File: src/logic/asx_map.svh
/*
  Opcodes, operand field masks and reset values for the accumulator
  exec datapath. Assumes inclusion by bare name from logic/ files.
*/
`ifndef ASX_MAP_SVH
`define ASX_MAP_SVH
`define ASX_OP_SUBTRACT_WITH_BORROW_REG   8'h9_8
`define ASX_OP_SUBTRACT_WITH_BORROW_DIR   8'h9_5
`define ASX_OP_SUBTRACT_WITH_BORROW_IND   8'h9_6
`define ASX_OP_SUBTRACT_WITH_BORROW_IMM   8'h9_4
`define ASX_OP_SWAP       8'hC_4
`define ASX_OP_XCH_REG    8'hC_8
`define ASX_OP_XCH_DIR    8'hC_5
`define ASX_OP_XCH_IND    8'hC_6
`define ASX_OP_DIGIT_EXCHANGE_IND   8'hD_6
`define ASX_OP_XOR_REG    8'h6_8
`define ASX_OP_XOR_DIR    8'h6_5
`define ASX_OP_XOR_IND    8'h6_6
`define ASX_OP_XOR_IMM    8'h6_4
`define ASX_OP_XOR_DIR_A  8'h6_2
`define ASX_OP_XOR_DIR_I  8'h6_3
`define ASX_MASK_REG      8'hF_8
`define ASX_MASK_IND      8'hF_E
`define ASX_ACC_RESET     8'h0_0
`define ASX_CY_RESET      1'b0
`endif

File: src/logic/asx_pkg.sv
/*
  Types for the accumulator exec datapath.
  Assumes the map header sits beside it.
*/
`default_nettype none
package asx_pkg;
  typedef enum logic [1:0] {
    ASX_IDLE  = 2'b00,
    ASX_XOR2  = 2'b01
  } asx_state_type;

  typedef enum logic [3:0] {
    ASX_NONE    = 4'b0000,
    ASX_SUBTRACT_WITH_BORROW    = 4'b0001,
    ASX_SWAP    = 4'b0010,
    ASX_XCH     = 4'b0011,
    ASX_DIGIT_EXCHANGE    = 4'b0100,
    ASX_XOR_A   = 4'b0101,
    ASX_XOR_D   = 4'b0110,
    ASX_XOR_DI  = 4'b0111
  } asx_op_type;

  typedef enum logic [1:0] {
    ASX_SRC_REG = 2'b00,
    ASX_SRC_DIR = 2'b01,
    ASX_SRC_IND = 2'b10,
    ASX_SRC_IMM = 2'b11
  } asx_src_type;
endpackage
`default_nettype wire

File: src/logic/asx_subtract_with_borrow.sv
/*
  Subtract-with-borrow arithmetic and flag generation.
  Purely combinational; the caller registers the results.
*/
`default_nettype none
module asx_subtract_with_borrow (
  input  wire logic [7:0] i_acc,
  input  wire logic [7:0] i_src,
  input  wire logic       i_carry,
  output logic      [7:0] o_diff,
  output logic            o_carry,
  output logic            o_aux_carry_flag,
  output logic            o_overflow_flag
);
  logic [4:0] lo;
  logic [3:0] mid;
  logic [1:0] hi;
  always_comb begin
    // Split at bits 3 and 6 to expose the internal borrows
    lo  = {1'b0, i_acc[3:0]} - {1'b0, i_src[3:0]} - {4'h0, i_carry};
    mid = {1'b0, i_acc[6:4]} - {1'b0, i_src[6:4]} - {3'h0, lo[4]};
    hi  = {1'b0, i_acc[7]} - {1'b0, i_src[7]} - {1'b0, mid[3]};
    o_diff           = {hi[0], mid[2:0], lo[3:0]};
    o_carry          = hi[1];
    o_aux_carry_flag = lo[4];
    o_overflow_flag  = hi[1] ^ mid[3];
  end
endmodule
`default_nettype wire

File: src/logic/asx_exec.sv
/*
  Exec datapath for subtract-with-borrow, nibble swap, byte and
  digit exchange and exclusive-OR. Assumes the core supplies the
  opcode with its operand bytes, the operand read data (pin levels
  for ports) beside the port latch value, and commits the write-back
  strobes in the same clock.
*/
// Notes on behaviour
// - Accumulator minus source minus carry into accumulator
// - Subtract source: register, direct, indirect, immediate
// - Subtract opcodes decoded, one cycle each
// - Swap exchanges accumulator nibbles, flags kept
// - Exchange swaps accumulator with operand byte
// - Digit exchange swaps low nibbles with RAM
// - Exclusive-OR result to destination, flags kept
// - Six exclusive-OR operand combinations supported
// - Port exclusive-OR into direct reads output latch, not pins
// - Exclusive-OR into accumulator opcodes, one cycle
// - Exclusive-OR into direct: two opcodes, timings
// - Direct exclusive-OR complements masked bits anywhere
// - Carry set on borrow from bit 7
// - Aux carry set on borrow from bit 3
// - Overflow when exactly one of bits 6,7 borrows
`include "asx_map.svh"
`default_nettype none
module asx_exec (
  input  wire logic        i_ref_clk,
  input  wire logic        i_resetn,
  input  wire logic        i_start,
  input  wire logic [7:0]  i_opcode,
  input  wire logic [7:0]  i_byte2,
  input  wire logic [7:0]  i_byte3,
  input  wire logic [1:0]  i_bank,
  input  wire logic [7:0]  i_rd_data,
  input  wire logic [7:0]  i_latch_data,
  input  wire logic        i_is_port,
  output logic             o_busy,
  output logic             o_done,
  output logic [7:0]       o_acc,
  output logic             o_carry,
  output logic             o_aux_carry_flag,
  output logic             o_overflow_flag,
  output logic [7:0]       o_rd_addr,
  output logic             o_rd_is_direct,
  output logic [2:0]       o_working_register_sel,
  output logic             o_pointer_register_sel,
  output logic             o_wr_en,
  output logic [7:0]       o_wr_addr,
  output logic             o_wr_is_direct,
  output logic [7:0]       o_wr_data,
  output asx_pkg::asx_op_type o_last_op
);
  import asx_pkg::*;

  asx_state_type state_q, state_d;
  asx_op_type    op_q, op_d, op;
  asx_src_type   src;
  logic [7:0] acc_q, acc_d, addr_q, addr_d, mask_q, mask_d;
  logic       cy_q, cy_d, ac_q, ac_d, ov_q, ov_d, done_q, done_d;
  logic       wr_q, wr_d, wdir_q, wdir_d;
  logic [7:0] wa_q, wa_d, wd_q, wd_d;
  logic [7:0] src_val, diff;
  logic       s_cy, s_ac, s_ov;

  // Register form: bank in bits 4:3, index in opcode bits 2:0
  function automatic logic [7:0] reg_addr(input logic [1:0] bank,
                                          input logic [2:0] idx);
    reg_addr = {3'b000, bank, idx};
  endfunction

  // Map opcode to operation and source form
  always_comb begin
    op  = ASX_NONE;
    src = ASX_SRC_REG;
    if ((i_opcode & `ASX_MASK_REG) == `ASX_OP_SUBTRACT_WITH_BORROW_REG) begin
      op = ASX_SUBTRACT_WITH_BORROW;
    end else if ((i_opcode & `ASX_MASK_IND) == `ASX_OP_SUBTRACT_WITH_BORROW_IND) begin
      op  = ASX_SUBTRACT_WITH_BORROW;
      src = ASX_SRC_IND;
    end else if (i_opcode == `ASX_OP_SUBTRACT_WITH_BORROW_DIR) begin
      op  = ASX_SUBTRACT_WITH_BORROW;
      src = ASX_SRC_DIR;
    end else if (i_opcode == `ASX_OP_SUBTRACT_WITH_BORROW_IMM) begin
      op  = ASX_SUBTRACT_WITH_BORROW;
      src = ASX_SRC_IMM;
    end else if (i_opcode == `ASX_OP_SWAP) begin
      op = ASX_SWAP;
    end else if ((i_opcode & `ASX_MASK_REG) == `ASX_OP_XCH_REG) begin
      op = ASX_XCH;
    end else if ((i_opcode & `ASX_MASK_IND) == `ASX_OP_XCH_IND) begin
      op  = ASX_XCH;
      src = ASX_SRC_IND;
    end else if (i_opcode == `ASX_OP_XCH_DIR) begin
      op  = ASX_XCH;
      src = ASX_SRC_DIR;
    end else if ((i_opcode & `ASX_MASK_IND) == `ASX_OP_DIGIT_EXCHANGE_IND) begin
      op  = ASX_DIGIT_EXCHANGE;
      src = ASX_SRC_IND;
    end else if ((i_opcode & `ASX_MASK_REG) == `ASX_OP_XOR_REG) begin
      op = ASX_XOR_A;
    end else if ((i_opcode & `ASX_MASK_IND) == `ASX_OP_XOR_IND) begin
      op  = ASX_XOR_A;
      src = ASX_SRC_IND;
    end else if (i_opcode == `ASX_OP_XOR_DIR) begin
      op  = ASX_XOR_A;
      src = ASX_SRC_DIR;
    end else if (i_opcode == `ASX_OP_XOR_IMM) begin
      op  = ASX_XOR_A;
      src = ASX_SRC_IMM;
    end else if (i_opcode == `ASX_OP_XOR_DIR_A) begin
      op  = ASX_XOR_D;
      src = ASX_SRC_DIR;
    end else if (i_opcode == `ASX_OP_XOR_DIR_I) begin
      op  = ASX_XOR_DI;
      src = ASX_SRC_DIR;
    end
  end

  // Operand read address driven straight from the decode
  always_comb begin
    o_working_register_sel = i_opcode[2:0];
    o_pointer_register_sel = i_opcode[0];
    o_rd_is_direct         = (src == ASX_SRC_DIR) && op != ASX_NONE;
    case (src)
      ASX_SRC_REG: o_rd_addr = reg_addr(i_bank, i_opcode[2:0]);
      ASX_SRC_DIR: o_rd_addr = i_byte2;
      // Indirect: core returns pointer target on i_rd_data path
      ASX_SRC_IND: o_rd_addr = reg_addr(i_bank, {2'b00, i_opcode[0]});
      default:     o_rd_addr = 8'h0_0;
    endcase
  end

  // Source byte; only xor into a port reads its latch
  always_comb begin
    if (src == ASX_SRC_IMM) begin
      src_val = i_byte2;
    end else if (src == ASX_SRC_DIR && i_is_port &&
                 (op == ASX_XOR_D || op == ASX_XOR_DI)) begin
      src_val = i_latch_data;
    end else begin
      src_val = i_rd_data;
    end
  end

  asx_subtract_with_borrow u_subtract_with_borrow (
    .i_acc            (acc_q),
    .i_src            (src_val),
    .i_carry          (cy_q),
    .o_diff           (diff),
    .o_carry          (s_cy),
    .o_aux_carry_flag (s_ac),
    .o_overflow_flag  (s_ov)
  );

  always_comb begin
    state_d = state_q;
    op_d    = op_q;
    acc_d   = acc_q;
    cy_d    = cy_q;
    ac_d    = ac_q;
    ov_d    = ov_q;
    addr_d  = addr_q;
    mask_d  = mask_q;
    done_d  = 1'b0;
    wr_d    = 1'b0;
    wdir_d  = 1'b0;
    wa_d    = wa_q;
    wd_d    = wd_q;
    case (state_q)
      ASX_IDLE: begin
        if (i_start && op != ASX_NONE) begin
          op_d = op;
          case (op)
            ASX_SUBTRACT_WITH_BORROW: begin
              acc_d  = diff;
              cy_d   = s_cy;
              ac_d   = s_ac;
              ov_d   = s_ov;
              done_d = 1'b1;
            end
            ASX_SWAP: begin
              acc_d  = {acc_q[3:0], acc_q[7:4]};
              done_d = 1'b1;
            end
            ASX_XCH: begin
              acc_d  = src_val;
              wr_d   = 1'b1;
              wdir_d = (src == ASX_SRC_DIR);
              wa_d   = o_rd_addr;
              wd_d   = acc_q;
              done_d = 1'b1;
            end
            ASX_DIGIT_EXCHANGE: begin
              acc_d  = {acc_q[7:4], src_val[3:0]};
              wr_d   = 1'b1;
              wa_d   = o_rd_addr;
              wd_d   = {src_val[7:4], acc_q[3:0]};
              done_d = 1'b1;
            end
            ASX_XOR_A: begin
              acc_d  = acc_q ^ src_val;
              done_d = 1'b1;
            end
            ASX_XOR_D: begin
              wr_d   = 1'b1;
              wdir_d = 1'b1;
              wa_d   = i_byte2;
              wd_d   = src_val ^ acc_q;
              done_d = 1'b1;
            end
            ASX_XOR_DI: begin
              // First cycle: operand held, write on next clock
              addr_d  = i_byte2;
              mask_d  = i_byte3 ^ src_val;
              state_d = ASX_XOR2;
            end
            default: begin
              op_d = ASX_NONE;
            end
          endcase
        end
      end
      ASX_XOR2: begin
        wr_d    = 1'b1;
        wdir_d  = 1'b1;
        wa_d    = addr_q;
        wd_d    = mask_q;
        done_d  = 1'b1;
        state_d = ASX_IDLE;
      end
      default: state_d = ASX_IDLE;
    endcase
  end

  always_ff @(posedge i_ref_clk or negedge i_resetn) begin
    if (!i_resetn) begin
      state_q <= ASX_IDLE;
      op_q    <= ASX_NONE;
      acc_q   <= `ASX_ACC_RESET;
      cy_q    <= `ASX_CY_RESET;
      ac_q    <= 1'b0;
      ov_q    <= 1'b0;
      addr_q  <= 8'h0_0;
      mask_q  <= 8'h0_0;
      done_q  <= 1'b0;
      wr_q    <= 1'b0;
      wdir_q  <= 1'b0;
      wa_q    <= 8'h0_0;
      wd_q    <= 8'h0_0;
    end else begin
      state_q <= state_d;
      op_q    <= op_d;
      acc_q   <= acc_d;
      cy_q    <= cy_d;
      ac_q    <= ac_d;
      ov_q    <= ov_d;
      addr_q  <= addr_d;
      mask_q  <= mask_d;
      done_q  <= done_d;
      wr_q    <= wr_d;
      wdir_q  <= wdir_d;
      wa_q    <= wa_d;
      wd_q    <= wd_d;
    end
  end

  always_comb begin
    o_busy           = (state_q != ASX_IDLE);
    o_done           = done_q;
    o_acc            = acc_q;
    o_carry          = cy_q;
    o_aux_carry_flag = ac_q;
    o_overflow_flag  = ov_q;
    o_wr_en          = wr_q;
    o_wr_addr        = wa_q;
    o_wr_is_direct   = wdir_q;
    o_wr_data        = wd_q;
    o_last_op        = op_q;
  end
endmodule
`default_nettype wire

File: config.mk
export PLATFORM = sky130hd
export DESIGN_NAME = asx_exec
export DESIGN_NICKNAME = d
export VERILOG_FILES = /design/src/logic/asx_pkg.sv /design/src/logic/asx_subtract_with_borrow.sv /design/src/logic/asx_exec.sv
export VERILOG_INCLUDE_DIRS = /design/src /design/src/logic
export SDC_FILE = /design/constraint.sdc
export NUM_CORES = 1
export LEC_CHECK = 0
export BUFFER_PORTS_ARGS = -buffer_cell sky130_fd_sc_hd__buf_4
export CAP_MARGIN = 20
export CORE_MARGIN = 2
export CORE_UTILIZATION = 45
export DETAILED_ROUTE_END_ITERATION = 16
export GPL_TIMING_DRIVEN = 0
export PLACE_DENSITY = 0.67
export RECOVER_POWER = 50
export SETUP_SLACK_MARGIN = 0.02
export SLEW_MARGIN = 20
export SYNTH_ARGS = -nofsm -noshare
export SYNTH_HDL_FRONTEND = slang
export SYNTH_SLANG_ARGS = --single-unit
File: constraint.sdc
create_clock -name i_ref_clk -period 7.7 [get_ports i_ref_clk]
set_clock_uncertainty 0.2 [all_clocks]
set_input_delay 1.925 -clock i_ref_clk [delete_from_list [all_inputs] [get_ports i_ref_clk]]
set_output_delay 1.925 -clock i_ref_clk [all_outputs]
set_load 0.01 [all_outputs]
## Yosys cells after proc, flatten, opt, wreduce, memory -nomap -nowiden

Index checks and enable logic that the tools add are counted.

| storage, ports and cells | value |
|---|---|
| register bits after elaboration | 52 |
| input port bits | 46 |
| output and inout port bits | 48 |
| logic and storage cells | 131 |

| cells by class | value |
|---|---|
| $add $sub $neg | 6 |
| equal/unequal tests | 30 |
| muxes and demuxes | 53 |
| bitwise gates (word level) | 4 |
| reductions and logical operators | 24 |

Operators by type and width:

| operator | number |
|---|---|
| one-hot mux 8 bit (2 select lines) | 3 |
| one-hot mux 8 bit (3 select lines) | 2 |
| one-hot mux 8 bit (5 select lines) | 1 |
| 2-to-1 mux 3 bit | 13 |
| equality test 8 x 7 -> 1 bit (second input constant) | 4 |
| equality test 8 bit (second input constant) | 4 |
| 2-to-1 mux 2 bit | 16 |
| 2-to-1 mux 8 bit | 4 |
| equality test 7 bit (second input constant) | 3 |
| equality test 4 x 3 -> 1 bit (second input constant) | 4 |
| bitwise XOR 8 bit | 2 |
| AND reduction 3 bit | 5 |
| 2-to-1 mux 4 bit | 3 |
| equality test 5 bit (second input constant) | 2 |
| equality test 4 x 2 -> 1 bit (second input constant) | 2 |
| one-hot mux 1 bit (2 select lines) | 4 |
| nonzero test 4 bit | 2 |
| equality test 7 x 6 -> 1 bit (second input constant) | 1 |
| 2-to-1 mux 1 bit | 7 |
| OR reduction 7 bit | 1 |
| OR reduction 6 bit | 1 |
| equality test 5 x 4 -> 1 bit (second input constant) | 1 |
| nonzero test 5 bit | 1 |
| subtractor 4 x 4 -> 5 bit | 1 |
| 21 further kinds | 30 |

## Depth between registers and ports, before layout

Gate-level depths: netlist (run 1).

| depth | value |
|---|---|
| depth in word-level cells | 26 |
| mapped depth | 23 |
| gate-level depth less buffers | 21 |

## By module

Synthesis (run 1) repeated with hierarchy kept, for this count alone.

| unflattened totals | value |
|---|---|
| cells, all modules | 396 |
| area total of the unflattened synthesis | 3697.3 um^2 |

Modules (own cells, without submodules):

| module | instances | cells an instance | area each (um^2) |
|---|---|---|---|
| asx_exec | 1 | 348 | 3280.6 |
| asx_subtract_with_borrow | 1 | 48 | 416.6 |

## Worst setup path after synthesis (run 1)

OpenSTA, ideal clock, no wires.

| timing | value |
|---|---|
| path kind | input port to flip-flop |
| from | input port i_opcode[1] |
| to | register acc_q[7], in the netlist o_acc[7] |
| setup time | 0.127 ns |
| arrival | 6.233 ns |
| setup slack | 1.140 ns |
| stages on the path | 20 |
| buffers on the path | 1 |
| cell sequence | or4b_4 a21o_1 buf_6 a21oi_2 fa_1 inv_1 fa_1 nand2b_1 a21oi_1 xnor2_1 fa_1 ha_1 or2_2 nand2_1 nand3b_1 xnor2_1 fa_1 inv_1 a222oi_1 o2bb2ai_1 |

| on the way | value |
|---|---|
| cells in the longest elaborated chain, start to end | 26 |

RTL lines:

| item | RTL line | RTL |
|---|---|---|
| start: declaration | asx_exec.sv:30 | `input wire logic [7:0] i_opcode,` |
| equality test 8 x 7 -> 1 bit (no line) | -- |  |
| 2-to-1 mux 3 bit / 2-to-1 mux 1 bit (equally long branches) | asx_exec.sv:113 | `` end else if (i_opcode == `ASX_OP_XOR_DIR_I) begin `` |
| 2-to-1 mux 3 bit / 2-to-1 mux 1 bit (equally long branches) | asx_exec.sv:110 | `` end else if (i_opcode == `ASX_OP_XOR_DIR_A) begin `` |
| 2-to-1 mux 3 bit / 2-to-1 mux 2 bit (equally long branches) | asx_exec.sv:107 | `` end else if (i_opcode == `ASX_OP_XOR_IMM) begin `` |
| 2-to-1 mux 3 bit / 2-to-1 mux 2 bit (equally long branches) | asx_exec.sv:104 | `` end else if (i_opcode == `ASX_OP_XOR_DIR) begin `` |
| 2-to-1 mux 3 bit / 2-to-1 mux 2 bit (equally long branches) | asx_exec.sv:101 | `` end else if ((i_opcode & `ASX_MASK_IND) == `ASX_OP_XOR_IND) begin `` |
| 2-to-1 mux 3 bit / 2-to-1 mux 2 bit (equally long branches) | asx_exec.sv:99 | `` end else if ((i_opcode & `ASX_MASK_REG) == `ASX_OP_XOR_REG) begin `` |
| 2-to-1 mux 3 bit / 2-to-1 mux 2 bit (equally long branches) | asx_exec.sv:96 | `` end else if ((i_opcode & `ASX_MASK_IND) == `ASX_OP_DIGIT_EXCHANGE_IND) begin `` |
| [10 not listed] | -- |  |
| logical AND 1 bit | asx_exec.sv:137 | `end else if (src == ASX_SRC_DIR && i_is_port &&` |
| 2-to-1 mux 8 bit | asx_exec.sv:137 |  |
| 2-to-1 mux 8 bit | asx_exec.sv:135 | `if (src == ASX_SRC_IMM) begin` |
| subtractor 4 x 4 -> 5 bit | asx_subtract_with_borrow.sv:20 | `lo = {1'b0, i_acc[3:0]} - {1'b0, i_src[3:0]} - {4'h0, i_carry};` |
| subtractor 5 x 1 -> 5 bit | asx_subtract_with_borrow.sv:20 |  |
| subtractor 4 x 1 -> 4 bit | asx_subtract_with_borrow.sv:21 | `mid = {1'b0, i_acc[6:4]} - {1'b0, i_src[6:4]} - {3'h0, lo[4]};` |
| subtractor 2 x 1 -> 2 bit | asx_subtract_with_borrow.sv:22 | `hi = {1'b0, i_acc[7]} - {1'b0, i_src[7]} - {1'b0, mid[3]};` |
| one-hot mux 8 bit (5 select lines) | asx_exec.sv:173 | `case (op)` |
| end signal: assignment | asx_exec.sv:239 | `` acc_q <= `ASX_ACC_RESET; `` |
| end: declaration | asx_exec.sv:58 | `logic [7:0] acc_q, acc_d, addr_q, addr_d, mask_q, mask_d;` |

Several ways; a longest one is shown, not always the timed one.
A chain may end at the register's enable or synchronous reset.

## Worst setup path in the final report (run 1)

Same ends and word-level chain as after synthesis.

==> flow_results.org, run 1 <==
** Finish
- Final Core Density :: between 50 and 60%
- Total area of sequential cells :: around 1300 um^2
- In the final layout, the multi-input gates occupy around 2100 um^2.
- Number of nets at the end of the flow :: about 570
- Area growth syn-to-layout :: 23.4%
- The finished cells cover around 4500 um^2.
- Share of final-layout standard cells stronger than drive strength 1 :: about a quarter
- The number of antenna diodes in the final layout is 0.
- Filler Cell Count :: roughly 750

** Critical path
- Slowest stage cell, crit path :: or4b_4
- Crit-path max FO :: 9
- Worst Path Required :: 7680 ps
- The worst setup path is launched from a primary input.
- The critical path in this run is classified as primary input to flop.
- Launch point of the worst reg-to-reg path :: o_acc[0]$_DFFE_PN0P_
- Arrival time of the worst setup path :: 6890 ps
- Counting cells, the worst reg-to-reg path comes to 17.
- Critical Path End Type :: flop
- The critical path goes through buf_4, or4b_4, a21o_1, buf_6, a21oi_2, fa_1, inv_1, fa_1, nand2b_1, a21oi_1, xnor2_1, fa_1, ha_1, or2_2, nand2_1, nand3b_1, xnor2_1, fa_1, inv_1, a222oi_1, o2bb2ai_1.
- Tracing the worst setup path back leads to its startpoint at i_opcode[1].
- Among the stages of the critical path, the cell type that occurs most often is fa_1.
- For this run, the slowest stage of the critical path takes 590 ps.

** Run
- Number of maximum-capacitance violations :: 1

** Timing
- Clock period minus final worst setup slack :: 6910 ps
- The final number of max-transition violations is 51.
- Unrepaired setup endpoints after global routing :: false
- Setup TNS :: 0 ps
- Transition time of the tightest slew-check pin :: 2760 ps
- In the finished design, the share of the clock period the worst path needs comes to around nine tenths.
- The final hold violation count came to 0.
- Setup violations remaining at the end of the flow were counted as 0.
- Top achievable clock speed :: between 100 and 150 MHz
- Worst-case headroom to the max-slew limit :: -84.2%
- Setup slack after layout :: just under 800 ps

** Routing
- Via-per-instance ratio :: 5.94
- Number of nets with antenna violations after routing :: 0
- Wirelength per Cell :: between 15 and 20 um
- For this block, the initial DRC count from the detailed router was ~260.
- For this run, the detailed router's first-pass iteration total came to 5.
- After detailed routing, the total wire length is approximately 11 mm.
- The detailed router placed around 3600 vias in this run.
- For this run, design rule violations remaining after detail routing come to 0.

** Power
- Worst IR Drop VDD :: 0.227 mV
- The design draws about 0.0012 W.
- The analysis attributes to cell leakage a power of around 2.0 nW.
- For this design the ratio of total power to cell area is roughly 260 nW/um^2.

** Place
- The congestion estimate from routability-driven global placement came to just over 0.9.
- Detailed placement ended at an HPWL of about 8.7 mm.
- Post-Place Worst Slack :: 509 ps
- During placement, the flow inserted port buffers numbering 92.
- The placed instances occupy a cell area of roughly 4400 um^2.

** Floorplanning
- Width of the die :: 93.8 um
- Total number of placement rows :: 32
- Core area :: between 7000 and 8000 um^2
- Overall die area :: ~8800 um^2
- Io pins :: 94
- Die extent in y :: between 90 and 100 um
- Initial standard-cell utilization of the core :: a little under half

** Synth
- Dominant cells by area after synthesis :: dfrtp_1 35%, o21ai_0 4.6%, nand2_1 3.9%
- Cell type with the largest total area after synthesis :: dfrtp_1
- Synthesized netlist net count :: around 470
- For this run, the register share of the synthesized area comes to 34.5%.
- Number of distinct library cell variants in the gate-level netlist after synthesis :: between 60 and 70
- Primary FF master, synth :: dfrtp_1
- Yosys mapped a number of flops with a built-in enable equal to 0.
- After synthesis, the share of flip-flops with an asynchronous set or reset is 100%.
- Netlist area before placement :: ~3600 um^2
- Leading post-synthesis cells by instance count :: 50 x dfrtp_1, 38 x nand2_1, 33 x o21ai_0, 26 x a21oi_1, 24 x nor2_1
- Most common cell in the netlist :: dfrtp_1
- Mean instance size in the synthesized netlist :: 8.93 um^2
- Count of warnings emitted by yosys :: 0
- After technology mapping, the gate count stands at between 400 and 500.
- In this run, synthesis produced a sequential element count of 50.
- The top cell type by area accounts for between 30% and 40% of the synthesized area.

** Clock network
- The number of gates resized after CTS was 0.
- Root buffer cell :: clkbuf_8
- Clock tree synthesis found a total of 50 sinks.
- TritonCTS built the clock tree.
- Clk pin slew, worst setup/hold paths :: approximately 100 ps
- At the later pin of the worst-skew pair, clock insertion delay measures around 310 ps.
- Max clock buf depth :: 2
- Number of buffers inserted for hold repair after clock tree synthesis :: 0
- The H-tree was split into 2 levels.
- Clock tree synthesis inserted a total of 5 buffers.
- The number of setup buffers added after CTS is 0.

** Hold path
- In this run the most critical hold path is launched from o_wr_addr[3]$_DFFE_PN0P_.
- The worst hold path passes through 2 cells.
- Type of the worst min-delay path :: flop to flop

** Global route
- The initial antenna violation count was 0.
- Grt ovf :: 0
- Global routing usage summed across all routing layers :: a little over a quarter
- Global-route wire length before repair :: around 18 mm
- Maximum number of pins on one net before global-route repair :: just over 50
- Via count of the first global-routing pass :: roughly 3400

** Outcome
- Outcome :: finished, violations left
- The checks that failed: max-capacitance violations, max-slew violations.
registers in the layout, indices dropped and copies added (netlist names):
name,cells
addr_q,8
o_wr_data,8
o_carry,1
o_done,1
state_q,1
o_last_op,3
o_wr_addr,8
o_wr_en,1
o_wr_is_direct,1
o_overflow_flag,1
o_acc,8
o_aux_carry_flag,1
mask_q,8
power by group:
| group | internal (W) | switching, W |
|---|---|---|
| combinational | 0.000264 | 0.000282 |
| clock | 0.000107 | 0.0000953 |
| sequential | 0.000328 | 0.0000747 |
cell type report:
type / instances / share of cell area [%]
multi-input cells: 308 / 47.9
flip-flops and latches: 50 / 28.0
repair buffers: 92 / 13.4
plain buffers: 28 / 3.50
well taps: 102 / 2.85
clock buffers: 6 / 1.85
inverters: 20 / 1.68
clock inverters: 2 / 0.867
cell usage in the layout, fill, tap and decap left out, types with 10 or more instances in the layout:
cell | Yosys | layout
a21oi_1 | 26 | 26
buf_2 | 10 | 10
nand3_1 | 16 | 16
ha_1 | 10 | 10
inv_1 | 18 | 18
nand2_1 | 38 | 38
dfrtp_1 | 50 | 50
nand2b_1 | 11 | 11
clkbuf_1 | 9 | 33
mux2_2 | 11 | 11
o21ai_0 | 33 | 33
buf_4 | 6 | 74
nor2_1 | 24 | 24
xnor2_1 | 14 | 14
cell families after synthesis:
family | after synthesis | share of synthesized area, %
compound gates | 126 | 23.8
xor+xnor | 17 | 4.11
fa+ha+maj | 15 | 6.21
buf+inv | 48 | 6.39
flops | 50 | 34.5
mux | 18 | 5.35
other cells | 1 | 0.103
simple gates | 131 | 19.5
worst max-delay path, delay by kind of cell:
| kind | cells | cell delay (ps) |
|---|---|---|
| AOI/OAI and AO/OA | 5 | 1080 |
| xor gates and xnor gates | 2 | 420 |
| adders and majority gates | 5 | 1800 |
| buffers and inverters | 4 | 390 |
| and+or+nand+nor | 5 | 1260 |
routing by layer:
metal	part of all wire, %	wire length [um]	vias up	GRT usage (%)
li1	-	-	1666	-
met1	44	5030	1750	37.9
met2	47	5310	171	42.7
met3	7.6	870	24	3.61
met4	1.5	172	0	6.28
met5	0	0	-	0
final timing paths:
kind	to	slack (ps)
max	o_acc[7]$_DFFE_PN0P_	790
min	o_wr_addr[3]$_DFFE_PN0P_	280
max reg2reg	o_acc[7]$_DFFE_PN0P_	3160
min reg2reg	o_wr_addr[3]$_DFFE_PN0P_	280
max in group asynchronous	o_last_op[0]$_DFFE_PN0P_	3450
min in group asynchronous	o_wr_addr[0]$_DFFE_PN0P_	2290
stage by stage:
| step | std cells | hold slack (ps) |
|---|---|---|
| 2_1_floorplan | 406 | 280 |
| 3_3_place_gp | 600 | 263 |
| 3_5_place_dp | 600 | 272 |
| 4_1_cts | 608 | 294 |
| 5_1_grt | 608 | 312 |
| 6_report | 608 | 284 |
No activity file was read; power rests on OpenSTA's default activity.
==> run 2: changes to the inputs <==
--- a/config.mk
+++ b/config.mk
@@ -9,10 +9,10 @@
 export BUFFER_PORTS_ARGS = -buffer_cell sky130_fd_sc_hd__buf_4
 export CAP_MARGIN = 20
 export CORE_MARGIN = 2
-export CORE_UTILIZATION = 45
+export CORE_UTILIZATION = 55
 export DETAILED_ROUTE_END_ITERATION = 16
 export GPL_TIMING_DRIVEN = 0
-export PLACE_DENSITY = 0.67
+export PLACE_DENSITY = 0.8
 export RECOVER_POWER = 50
 export SETUP_SLACK_MARGIN = 0.02
 export SLEW_MARGIN = 20
==> run 2 against run 1 <==
Against the previous run:
- sequential share of layout area increased by 0.35 points
- combinational power increased by 3%
- the flow still finishes with violations (max-capacitance violations, max-slew violations)
- fmax decreased by 2.7%
- critical path depth increased by 1
- largest cell class unchanged
- core utilization increased by 12 points
- cell count decreased by 4.1%
- largest power group unchanged
- non-clock buffer count unchanged
- register-to-register slack got worse by 80 ps
==> flow_results.org, run 2 (same netlist as run 1, synthesis figures left out) <==
** Routing
- The detailed router's first-iteration violation count is 447 (was 264).
- WL final :: 11.2 mm (was 11.4 mm)
- The number of detailed-route iterations in the first pass came to 5 (unchanged).
- Number of nets with antenna violations after routing :: 0 (unchanged)
- Overall via count from detail_route :: 3604 (was 3611)
- The mean routed wirelength per cell was 19.2 um (was 18.7 um).
- The mean number of vias per cell was 6.18 (was 5.94).
- DRC Markers :: 0 (unchanged)

** Floorplanning
- Width of the die :: 85.2 um (was 93.8 um)
- Overall die area :: 7260 um^2 (was 8790 um^2)
- Initial standard-cell utilization of the core :: 57.1% (was 46.7%)
- Core area :: 6350 um^2 (was 7770 um^2)
- The count of pins on the block boundary came to 94 (unchanged).
- Die extent in y :: 85.2 um (was 93.8 um)
- Total number of placement rows :: 29 (was 32)

** Critical path
- Slowest stage cell, crit path :: fa_1 (was or4b_4)
- The type of element capturing the critical path was a flop (unchanged).
- Critical path class :: primary input to flop (unchanged)
- Most frequent cell on the critical path :: fa_1 (unchanged)
- Capture point of the worst reg-to-reg path :: o_acc[7]$_DFFE_PN0P_ (unchanged)
- Critical path, cell by cell: buf_4, nor4bb_1, buf_2, nand2_1, mux2i_1, a21oi_2, fa_1, inv_1, fa_1, nand2b_1, a21oi_1, xnor2_1, fa_1, ha_1, or2_2, nand2_1, nand3b_1, xnor2_1, fa_1, inv_1, a222oi_1, o2bb2ai_1 (was buf_4, or4b_4, a21o_1, buf_6, a21oi_2, fa_1, inv_1, fa_1, nand2b_1, a21oi_1, xnor2_1, fa_1, ha_1, or2_2, nand2_1, nand3b_1, xnor2_1, fa_1, inv_1, a222oi_1, o2bb2ai_1).
- Delay contributed by the slowest stage of the critical path :: 530 ps (was 590 ps)
- Crit path launch type :: primary input (unchanged)
- R2r worst-path depth :: 17 (unchanged)
- CP startpoint :: i_opcode[2] (was i_opcode[1])
- Arrival time of the worst setup path :: 7090 ps (was 6890 ps)
- The required time of the critical path came to 7700 ps (was 7680 ps).
- Worst reg2reg setup slack :: 3080 ps (was 3160 ps)
- The startpoint of the worst register-to-register path was o_acc[0]$_DFFE_PN0P_ (unchanged).
- Crit-path max FO :: 7 (was 9)

** Timing
- Setup TNS :: 0 ps (unchanged)
- The final number of max-transition violations came to 51 (unchanged).
- The final cycle utilization of the critical path is 92.1% (was 89.7%).
- Top achievable clock speed :: 141 MHz (was 145 MHz)
- Worst-case headroom to the max-slew limit :: -82.6% (was -84.2%)
- Unrepaired setup endpoints after global routing :: false (unchanged)
- Number of hold violations in the final report :: 0 (unchanged)
- The slew at the pin closest to its max-slew limit is 2740 ps (was 2760 ps).
- Clock period minus final worst setup slack :: 7090 ps (was 6910 ps)
- The final count of negative-setup-slack endpoints is 0 (unchanged).
- Hold WS :: 287 ps (was 284 ps)

** Global route
- The largest net degree at the start of global routing was 51 (unchanged).
- Global routing usage summed across all routing layers :: 30.8% (was 26.5%)
- Initial antenna violation count :: 0 (unchanged)
- The global-route wire length before repair is 17.6 mm (was 18.1 mm).
- Via count of the first global-routing pass :: 3373 (was 3371)
- The total global routing overflow is 0 (unchanged).

** Finish
- The final standard cell area without fillers is 4420 um^2 (was 4470 um^2).
- Commonest non-fill, non-tap cells in the layout :: 74 x buf_4, 50 x dfrtp_1, 38 x nand2_1 (unchanged)
- The post-route core utilization was 69.6% (was 57.6%).
- Antenna fix cells :: 0 (unchanged)
- Share of final-layout standard cells stronger than drive strength 1 :: 24.9% (unchanged)
- The fill cell total of the finished layout was 533 (was 749).
- The count of nets after finishing is 566 (unchanged).
- The post-synthesis to final-layout area growth was 21.9% (was 23.4%).
- The commonest non-fill, non-tap cell in the layout is buf_4 (unchanged).

** Hold path
- The endpoint with the worst hold slack was o_wr_addr[4]$_DFFE_PN0P_ (was o_wr_addr[3]$_DFFE_PN0P_).
- Hold path start :: o_wr_addr[4]$_DFFE_PN0P_ (was o_wr_addr[3]$_DFFE_PN0P_)
- Hold Crit Depth :: 2 (unchanged)
- The class of the tightest hold or removal check is flop to flop (unchanged).

** Clock network
- The H-tree depth reported by CTS came to 2 (unchanged).
- Buffer count from post-CTS setup fixing :: 0 (unchanged)
- The clock buffer count from CTS was 5 (unchanged).
- The clock edge transition at the registers on the reported setup and hold paths came to 110 ps (was 100 ps).
- The number of clock sinks seen by CTS was 50 (unchanged).
- The count of instances resized after the clock tree is built is 0 (unchanged).
- The number of buffers on the longest clock path is 2 (unchanged).
- The clock tree root buffer cell was clkbuf_8 (unchanged).
- CTS tree :: done (unchanged)
- Number of buffers inserted for hold repair after clock tree synthesis :: 0 (unchanged)
- The clock latency on the worst-skew pair came to 310 ps (about the same).

** Power
- The static leakage power came to 2.02 nW (was 2.04 nW).
- Pwr dens :: 255 nW/um^2 (was 257 nW/um^2)
- The worst-case vdd ir drop came to 0.221 mV (was 0.227 mV).
- The total power after layout was 0.00113 W (was 0.00115 W).

** Place
- The final weighted congestion of routability-driven global placement is 0.935 (was 0.913).
- The post-detailed-placement half-perimeter wirelength is 8.54 mm (was 8.66 mm).
- The post-placement cell area came to 4410 um^2 (was 4440 um^2).
- Count of input and output buffers :: 92 (unchanged)

** Outcome
- Failing checks :: max-capacitance violations, max-slew violations (unchanged)
- Outcome: finished, violations left (unchanged).

** Run
- The number of max-cap violations is 1 (unchanged).
[run 2: changes by cell type in the layout (fill, tap and decap cells not counted), sizes merged]
| cell | delta |
|---|---|
| bufinv | -1 |
| clkbuf | -1 |
| clkinv | +2 |
[run 2: worst max-delay path by stage]
stage / depth (start not counted) / end
floorplan: 20 / o_acc[7]$_DFFE_PN0P_
global placement: 22 / o_acc[7]$_DFFE_PN0P_
detailed placement: 22 / o_acc[7]$_DFFE_PN0P_
CTS: 22 / o_acc[7]$_DFFE_PN0P_
global route: 22 / o_acc[7]$_DFFE_PN0P_
finish: 22 / o_acc[7]$_DFFE_PN0P_
[run 2: per-layer routing]
metal	track usage [%]	share of wire (%)	wire length [um]	vias up
met5	0	0	0	-
met4	10.2	2.8	312	0
met3	5.25	10	1160	30
met2	49.9	46	5130	233
met1	42.2	41	4590	1681
li1	-	-	-	1660
[run 2: metrics by stage]
stage          worst slack [ps]  cells
2_1_floorplan              1140    406
3_3_place_gp                561    575
3_5_place_dp                361    575
4_1_cts                     701    583
5_1_grt                     438    583
6_report                    606    583
[run 2: worst max-delay path: cells and delay by family]
kind	cells	cell delay, ps
and+or+nand+nor	6	1120
buffers and inverters	4	490
adders and majority gates	5	1860
muxes	1	230
AOI/OAI and AO/OA	4	1000
xor gates and xnor gates	2	470
[run 2: where the power goes]
part           total [W]  switching (W)  internal, W
Combinational   0.000560       0.000293     0.000267
Sequential      0.000398      0.0000704     0.000328
Clock           0.000168       0.000101    0.0000676
Total            0.00113       0.000464     0.000663
[run 2: cell type report]
| cell class | count | area [um^2] | share of cell area (%) |
|---|---|---|---|
| multi-input combinational | 308 | 2140 | 48.5 |
| sequential | 50 | 1250 | 28.3 |
| timing repair buffer | 92 | 601 | 13.6 |
| buffer | 28 | 156 | 3.54 |
| tap | 77 | 96.3 | 2.18 |
| inverter | 20 | 75.1 | 1.70 |
| clock buffer | 5 | 68.8 | 1.56 |
| clock inverter | 3 | 28.8 | 0.651 |
